## src/pbc_regs.vh

```
// Index map of the PHY management registers, with control register field positions, write mask and reset value
`ifndef PBC_REGS_VH
`define PBC_REGS_VH
`define PBC_IDX_W         5
`define PBC_IDX_CTRL      5'h00
`define PBC_IDX_STAT      5'h01
`define PBC_IDX_ID1       5'h02
`define PBC_IDX_ID2       5'h03
`define PBC_IDX_ADV       5'h04
`define PBC_IDX_LPA       5'h05
`define PBC_IDX_EXP       5'h06
`define PBC_IDX_ENDET     5'h10
`define PBC_IDX_MODE      5'h11
`define PBC_IDX_SMODE     5'h12
`define PBC_IDX_SYMERR    5'h1a
`define PBC_IDX_SIND      5'h1b
`define PBC_IDX_ISRC      5'h1d
`define PBC_IDX_IMASK     5'h1e
`define PBC_IDX_SCS       5'h1f
`define PBC_NSEL          15
`define PBC_BIT_RST       15
`define PBC_BIT_LOOP      14
`define PBC_BIT_SPEED     13
`define PBC_BIT_ANEN      12
`define PBC_BIT_PDN       11
`define PBC_BIT_ANRST     9
`define PBC_BIT_DUPLEX    8
`define PBC_BIT_COLTEST   7
`define PBC_CTRL_RESET    16'h3000
`define PBC_CTRL_WMASK    16'hfb80
`define PBC_SRST_CYCLES   8
`endif

```

## src/pbc_index_dec.v

```verilog
// Index decoder for the indirectly reached PHY register set
`default_nettype none
module pbc_index_dec (
  // Register index from the management access path
  input  wire [4:0]  idx_in,
  // One-hot select, bit order as the index map below
  output reg  [14:0] sel_out,
  output reg         hit_out
);
`include "pbc_regs.vh"
  // Pure decode; registered by the caller
  always @* begin
    sel_out = 15'h0000;
    case (idx_in)
      `PBC_IDX_CTRL:   sel_out[0]  = 1'b1;
      `PBC_IDX_STAT:   sel_out[1]  = 1'b1;
      `PBC_IDX_ID1:    sel_out[2]  = 1'b1;
      `PBC_IDX_ID2:    sel_out[3]  = 1'b1;
      `PBC_IDX_ADV:    sel_out[4]  = 1'b1;
      `PBC_IDX_LPA:    sel_out[5]  = 1'b1;
      `PBC_IDX_EXP:    sel_out[6]  = 1'b1;
      `PBC_IDX_ENDET:  sel_out[7]  = 1'b1;
      `PBC_IDX_MODE:   sel_out[8]  = 1'b1;
      `PBC_IDX_SMODE:  sel_out[9]  = 1'b1;
      `PBC_IDX_SYMERR: sel_out[10] = 1'b1;
      `PBC_IDX_SIND:   sel_out[11] = 1'b1;
      `PBC_IDX_ISRC:   sel_out[12] = 1'b1;
      `PBC_IDX_IMASK:  sel_out[13] = 1'b1;
      `PBC_IDX_SCS:    sel_out[14] = 1'b1;
      default:         sel_out = 15'h0000;
    endcase
    hit_out = |sel_out;
  end
endmodule
`default_nettype wire

```

## src/pbc_ctrl.v

```verilog
// PHY basic control register and index map, reached by indexed management access
//
// Contract
// - PHY registers are reached only by index through the MAC management path.
// - Decode indices 0-6 and 16 to their registers.
// - Decode indices 17,18,26,27,29,30,31 to their registers.
// - Basic control register is 16 bits at index 0.
// - Writing bit 15 starts soft reset; self-clears; PHY returns to normal.
// - Kept-through-soft-reset fields survive only a soft reset.
// - Bit 14 selects loopback, resets to 0.
// - Bit 13 selects 100 Mbps, resets to 1, ignored while autoneg on.
// - Bit 12 enables autoneg, resets to 1, overrides speed and duplex.
// - Bit 11 selects general power down, resets to 0.
// - Bit 9 restarts autoneg, self-clears, reads 0.
// - Bit 8 selects full duplex, resets to 0, ignored while autoneg on.
// - Bit 7 enables collision test, resets to 0.
`default_nettype none
`include "pbc_regs.vh"
module pbc_ctrl #(
  // Soft reset length in clock cycles, 1 to 255
  parameter SRST_CYCLES = `PBC_SRST_CYCLES
) (
  // Clock and reset
  input  wire        CLK_IN,
  input  wire        NRST_IN,
  // Indexed management access
  input  wire        ACC_VALID_IN,
  input  wire        ACC_WRITE_IN,
  input  wire [4:0]  ACC_INDEX_IN,
  input  wire [15:0] ACC_WDATA_IN,
  output reg         ACC_DONE_OUT,
  output reg  [15:0] ACC_RDATA_OUT,
  output reg  [14:0] ACC_SEL_OUT,
  output reg         ACC_HIT_OUT,
  // Negotiated result from the autoneg engine
  input  wire        AN_SPEED100_IN,
  input  wire        AN_FULLDUP_IN,
  // Kept-through-soft-reset field written by other register logic
  input  wire        KEEP_WR_IN,
  input  wire [15:0] KEEP_WDATA_IN,
  // Controls to the PHY core
  output reg         SOFT_RST_OUT,
  output reg         LOOPBACK_OUT,
  output reg         SPEED100_OUT,
  output reg         FULLDUP_OUT,
  output reg         AN_EN_OUT,
  output reg         AN_RESTART_OUT,
  output reg         POWER_DOWN_OUT,
  output reg         COL_TEST_OUT,
  output reg  [15:0] KEPT_THROUGH_SOFT_RESET_OUT
);

  // Index decoder results
  wire [14:0] sel;
  wire        hit;

  // Stored control bits and the next value
  reg  [15:0] ctrl_r;
  reg  [15:0] ctrl_nxt;

  // Field that only a hardware reset clears
  reg  [15:0] keep_r;

  // Soft reset timer and flag
  reg  [7:0]  srst_cnt_r;
  reg         srst_r;

  // Restart request held for one cycle
  reg         anrst_r;

  // Index 0 match; shared by the write and read paths
  function is_ctrl_index;
    input [4:0] idx;
    begin
      is_ctrl_index = (idx == `PBC_IDX_CTRL);
    end
  endfunction

  pbc_index_dec u_dec (
    .idx_in  (ACC_INDEX_IN),
    .sel_out (sel),
    .hit_out (hit)
  );

  // Access qualifiers
  wire acc_ctrl = ACC_VALID_IN & is_ctrl_index(ACC_INDEX_IN);
  wire wr_ctrl  = acc_ctrl & ACC_WRITE_IN;
  wire rd_ctrl  = acc_ctrl & ~ACC_WRITE_IN;

  // reset wins even if other bits are set
  wire srst_req = wr_ctrl & ACC_WDATA_IN[`PBC_BIT_RST];

  // restart dropped when reset comes in the same write
  wire anrst_req = wr_ctrl & ~srst_req & ACC_WDATA_IN[`PBC_BIT_ANRST];

  // Timer state decode
  wire srst_busy = (srst_cnt_r != 8'h00);
  wire srst_last = (srst_cnt_r == 8'h01);

  wire an_on     = ctrl_r[`PBC_BIT_ANEN];
  wire speed_sel = an_on ? AN_SPEED100_IN : ctrl_r[`PBC_BIT_SPEED];
  wire dup_sel   = an_on ? AN_FULLDUP_IN : ctrl_r[`PBC_BIT_DUPLEX];

  // Read word; bit 15 reads 1 while reset is in progress
  wire [15:0] rd_word = ctrl_r | {srst_r, 15'h0000};

  // Next value; reset write loads defaults, others store writable bits
  always @* begin
    ctrl_nxt = ctrl_r;
    // soft reset returns control to normal
    if (srst_req) begin
      ctrl_nxt = `PBC_CTRL_RESET;
    end else if (wr_ctrl) begin
      ctrl_nxt = ACC_WDATA_IN & `PBC_CTRL_WMASK;
    end
    ctrl_nxt[`PBC_BIT_ANRST] = 1'b0;
    // Reset bit lives in the timer, not here
    ctrl_nxt[`PBC_BIT_RST] = 1'b0;
  end

  // Control register
  // Power down with autoneg on is not blocked; software duty
  always @(posedge CLK_IN) begin
    if (!NRST_IN) begin
      ctrl_r <= `PBC_CTRL_RESET;
    end else begin
      ctrl_r <= ctrl_nxt;
    end
  end

  always @(posedge CLK_IN) begin
    if (!NRST_IN) begin
      anrst_r <= 1'b0;
    end else begin
      anrst_r <= anrst_req;
    end
  end

  // self-clearing soft reset window
  // A new reset write during the window starts it again
  always @(posedge CLK_IN) begin
    if (!NRST_IN) begin
      srst_cnt_r <= 8'h00;
      srst_r     <= 1'b0;
    end else if (srst_req) begin
      srst_cnt_r <= SRST_CYCLES[7:0];
      srst_r     <= 1'b1;
    end else if (srst_busy) begin
      srst_cnt_r <= srst_cnt_r - 8'h01;
      srst_r     <= ~srst_last;
    end
  end

  // kept field cleared by hardware reset only, not soft reset
  always @(posedge CLK_IN) begin
    if (!NRST_IN) begin
      keep_r <= 16'h0000;
    end else if (KEEP_WR_IN) begin
      // Loaded by the owning register logic
      keep_r <= KEEP_WDATA_IN;
    end
  end

  // Access answer; data, select and hit stand for one cycle
  always @(posedge CLK_IN) begin
    if (!NRST_IN) begin
      ACC_DONE_OUT  <= 1'b0;
      ACC_RDATA_OUT <= 16'h0000;
      ACC_SEL_OUT   <= 15'h0000;
      ACC_HIT_OUT   <= 1'b0;
    end else begin
      // access only through the indexed port
      ACC_DONE_OUT  <= ACC_VALID_IN;
      // Select and hit only with a request
      ACC_SEL_OUT   <= ACC_VALID_IN ? sel : 15'h0000;
      ACC_HIT_OUT   <= ACC_VALID_IN & hit;
      // 16-bit read of index 0, zero elsewhere
      ACC_RDATA_OUT <= rd_ctrl ? rd_word : 16'h0000;
    end
  end

  // Control levels to the PHY core; one cycle behind the register
  always @(posedge CLK_IN) begin
    if (!NRST_IN) begin
      SOFT_RST_OUT   <= 1'b0;
      LOOPBACK_OUT   <= 1'b0;
      SPEED100_OUT   <= 1'b1;
      FULLDUP_OUT    <= 1'b0;
      AN_EN_OUT      <= 1'b1;
      AN_RESTART_OUT <= 1'b0;
      POWER_DOWN_OUT <= 1'b0;
      COL_TEST_OUT   <= 1'b0;
      KEPT_THROUGH_SOFT_RESET_OUT <= 16'h0000;
    end else begin
      // Soft reset flag to the core
      SOFT_RST_OUT   <= srst_r;
      LOOPBACK_OUT   <= ctrl_r[`PBC_BIT_LOOP];
      SPEED100_OUT   <= speed_sel;
      FULLDUP_OUT    <= dup_sel;
      // Autoneg enable and restart
      AN_EN_OUT      <= an_on;
      AN_RESTART_OUT <= anrst_r;
      POWER_DOWN_OUT <= ctrl_r[`PBC_BIT_PDN];
      COL_TEST_OUT   <= ctrl_r[`PBC_BIT_COLTEST];
      // Kept field copy
      KEPT_THROUGH_SOFT_RESET_OUT <= keep_r;
    end
  end
endmodule
`default_nettype wire

```

## config.mk

```make
export PLATFORM = sky130hd
export DESIGN_NAME = pbc_ctrl
export DESIGN_NICKNAME = d
export VERILOG_FILES = /design/src/pbc_index_dec.v /design/src/pbc_ctrl.v
export VERILOG_INCLUDE_DIRS = /design/src
export SDC_FILE = /design/constraint.sdc
export NUM_CORES = 1
export LEC_CHECK = 0
export BUFFER_PORTS_ARGS = -buffer_cell sky130_fd_sc_hd__buf_4
export CORE_ASPECT_RATIO = 2
export CORE_MARGIN = 4
export CORE_UTILIZATION = 49
export DETAILED_ROUTE_END_ITERATION = 10
export PLACE_DENSITY = 0.88
export SKIP_CTS_REPAIR_TIMING = 1
export SYNTH_ARGS = -nofsm -noshare
export SYNTH_HDL_FRONTEND = slang
export SYNTH_SLANG_ARGS = --single-unit
```

## constraint.sdc

```tcl
create_clock -name CLK_IN -period 1.9 [get_ports CLK_IN]
set_input_delay 0.095 -clock CLK_IN [delete_from_list [all_inputs] [get_ports CLK_IN]]
set_output_delay 0.095 -clock CLK_IN [all_outputs]
set_load 0.01 [all_outputs]
```

==> results.toml <==
[setup_path]
crit_type = "flop to flop"
worst-path-max-fanout = 7
critPathLaunchType = "flop"
crit_arrival_ps = 1940
endpoint_kind = "flop"
crit_required_ps = 2110

[clock_network]
numCtsBuffers = 9
clk_latency_ps = 340
clkTransAtPathRegs_ps = 70
root_buffer = "clkbuf_8"
clk_path_buf_depth = 2
cts_tree = "yes"
cts_sinks = 80
h-tree-depth = 3

[power]
cellLeakagePower_nw = 1.697
finalPower_w = 0.003962
p_per_area_nw_per_um2 = 1054
ir_drop_v = 0.0009232

[cells_and_area]
layout_commonest_cell = "buf_4"
area_growth_pct = 33.21
fin_nets = 407
final_cell_area_um2 = 3759
final_cell_mix = "90 x buf_4, 80 x dfxtp_1, 28 x and2_1"
diodes = 0
multi_input_comb_area_um2 = 1101
register_area_um2 = 1602
drive_gt1_share_pct = 29.59
n_fill_cell = 447

[placed_design]
routabilityCongestion = 0.7845
numPortBuffers = 83
placed_area_um2 = 3476
detailedPlace.worstSlack_ps = 199.7
dp_hpwl_um = 4448

[yosys]
yosysSeqAreaShare_pct = 56.76
synth-seq-cells = 80
synthDistinctLibCells = 39
avgSynthCellArea_um2 = 10.45
yosysWarnings = 0
yosys-top-cells-area = "dfxtp_1 57%, mux2i_1 6.7%, and2_1 6.2%, nor2b_1 3.8%, buf_4 2.4%"
synth_top_area_share_pct = 56.76
synth_top_area_cell = "dfxtp_1"
netlist_area_um2 = 2821
syn_inst = 270

[global_routing]
grt.busiest_layer = "met2"
grt.overflow.total = 0
met2_usage_pct = 31.28
grtUsageMet3_pct = 4.157
grtUsageMet1_pct = 16.78
grt_max_degree = 34
grt_pass1_wl_um = 9101
gr-usage-all-layers_pct = 17.12
grt_pass1_vias = 2044
grt_antenna_before_repair = 0

[routing]
wl_per_cell_um = 13.53
drc = 0
first_iter_violations = 44
firstDrtPassIters = 4
vias = 2131
ant_nets = 0
finalWirelength_um = 5750
avgViaCountPerCell = 5.014

[timing]
setup_tns_ps = 0
tightest_slew_ps = 688.8
setup_slack_ps = 166.8
fin_crit_ps = 1733
setup_viol = 0
drv_slew = 0
hold_violations = 0
slew_headroom_pct = 53.65
fin_skew_ps = 2.899
rsz0062_at_grt = "false"
fmax_ghz = 0.5770
finalCritPeriodShare_pct = 91.22

[outcome]
outcome = "complete, no violations"

[die]
die_w_um = 61.66
die_h_um = 115.3
fp-row-count = 38
die-area_um2 = 7109
io_pins = 101
core_um2 = 5515
start_util_pct = 51.16

[worst_hold_path]
hp-class = "input pin to flop"

[job]
maxCapViolations = 0
-- area by class of cell --
class                           count  area share (%)
Timing Repair Buffer               95           19.31
Inverter                            6          0.5992
Clock buffer                       14           4.594
Tap cell                           60           1.997
Sequential cell                    80           42.61
Clock inverter                      2           1.598
Multi-Input combinational cell    168           29.29
-- sequential cells by signal, indices dropped and copies added (netlist names), 6 cells and up --
signal and cells:
ACC_RDATA_OUT 7, ctrl_r 6, keep_r 16, KEPT_THROUGH_SOFT_RESET_OUT 16, ACC_SEL_OUT 15, srst_cnt_r 8
-- metal layers --
metal  share of wire, %  vias up
met2                 55       70
met4                2.2        0
met3                6.6       14
met1                 36      969
met5                  0        -
li1                   -     1078
-- stage by stage --
step	hold WS, ps	util [%]	cells
after CTS	-71.43	67.24	420
final	1.458	68.15	425
after global placement	296.8	63.02	404
after floorplan	170.9	-	278
after detailed placement	300.2	63.02	404
after global routing	0.4729	68.15	425
-- worst max-delay path: stages, from the launching register on --
cell and delay [ps]:
dfxtp_1 370, inv_1 120, ha_1 210, or3b_2 480, nor2_1 310, nor3_1 110
-- where the power goes --
group	switching, W	internal [W]
registers	0.0000948	0.00179
clock network	0.000538	0.000849
logic	0.000347	0.000347
total	0.000979	0.00298
-- synth_stat cells --
cell type,n
nor2b_1,17
or4_1,2
a21oi_1,5
ha_1,3
o31a_2,1
nor4_1,4
nor3_1,13
o211a_1,1
a21boi_0,2
o31a_1,2
mux2i_1,19
nor3b_1,2
nand4bb_1,1
a211oi_1,5
or3b_2,1
dfxtp_1,80
nor4bb_1,1
and2_1,28
o21ai_0,7
a21boi_1,2
nand4b_1,2
o21a_1,1
buf_2,2
nand3_1,1
nand2_1,7
nor2_1,14
inv_1,6
nand4_1,5
o41ai_1,1
clkbuf_1,13
nor4_2,1
nand2b_1,1
xnor2_1,2
conb_1,1
o31ai_2,1
or3_1,4
o21ai_1,1
nand3b_1,2
buf_4,9
-- kinds of logic (layout without fill, tap and decap cells) --
family / after synthesis / in the layout / share of synthesized area [%]
and+or+nand+nor: 106 / 106 / 22.08
DFF: 80 / 80 / 56.76
muxes: 19 / 19 / 6.740
adders and majority gates: 3 / 3 / 1.331
xor gates and xnor gates: 2 / 2 / 0.6210
AOI/OAI and AO/OA: 29 / 29 / 7.051
buffers and inverters: 30 / 117 / 5.277
other: 1 / 9 / 0.1329
-- final timing paths --
| check | startpoint | endpoint | depth (start not counted) | slack, ps |
|---|---|---|---|---|
| max reg2reg | srst_cnt_r[0] | srst_cnt_r[2] | 5 | 170 |
| max | srst_cnt_r[0] | srst_cnt_r[2] | 5 | 170 |
| min reg2reg | anrst_r | AN_RESTART_OUT | 1 | 440 |
| min | ACC_WDATA_IN[12] | ctrl_r[12] | 3 | 1 |
Note: power is estimated with default switching activity, not from simulation.
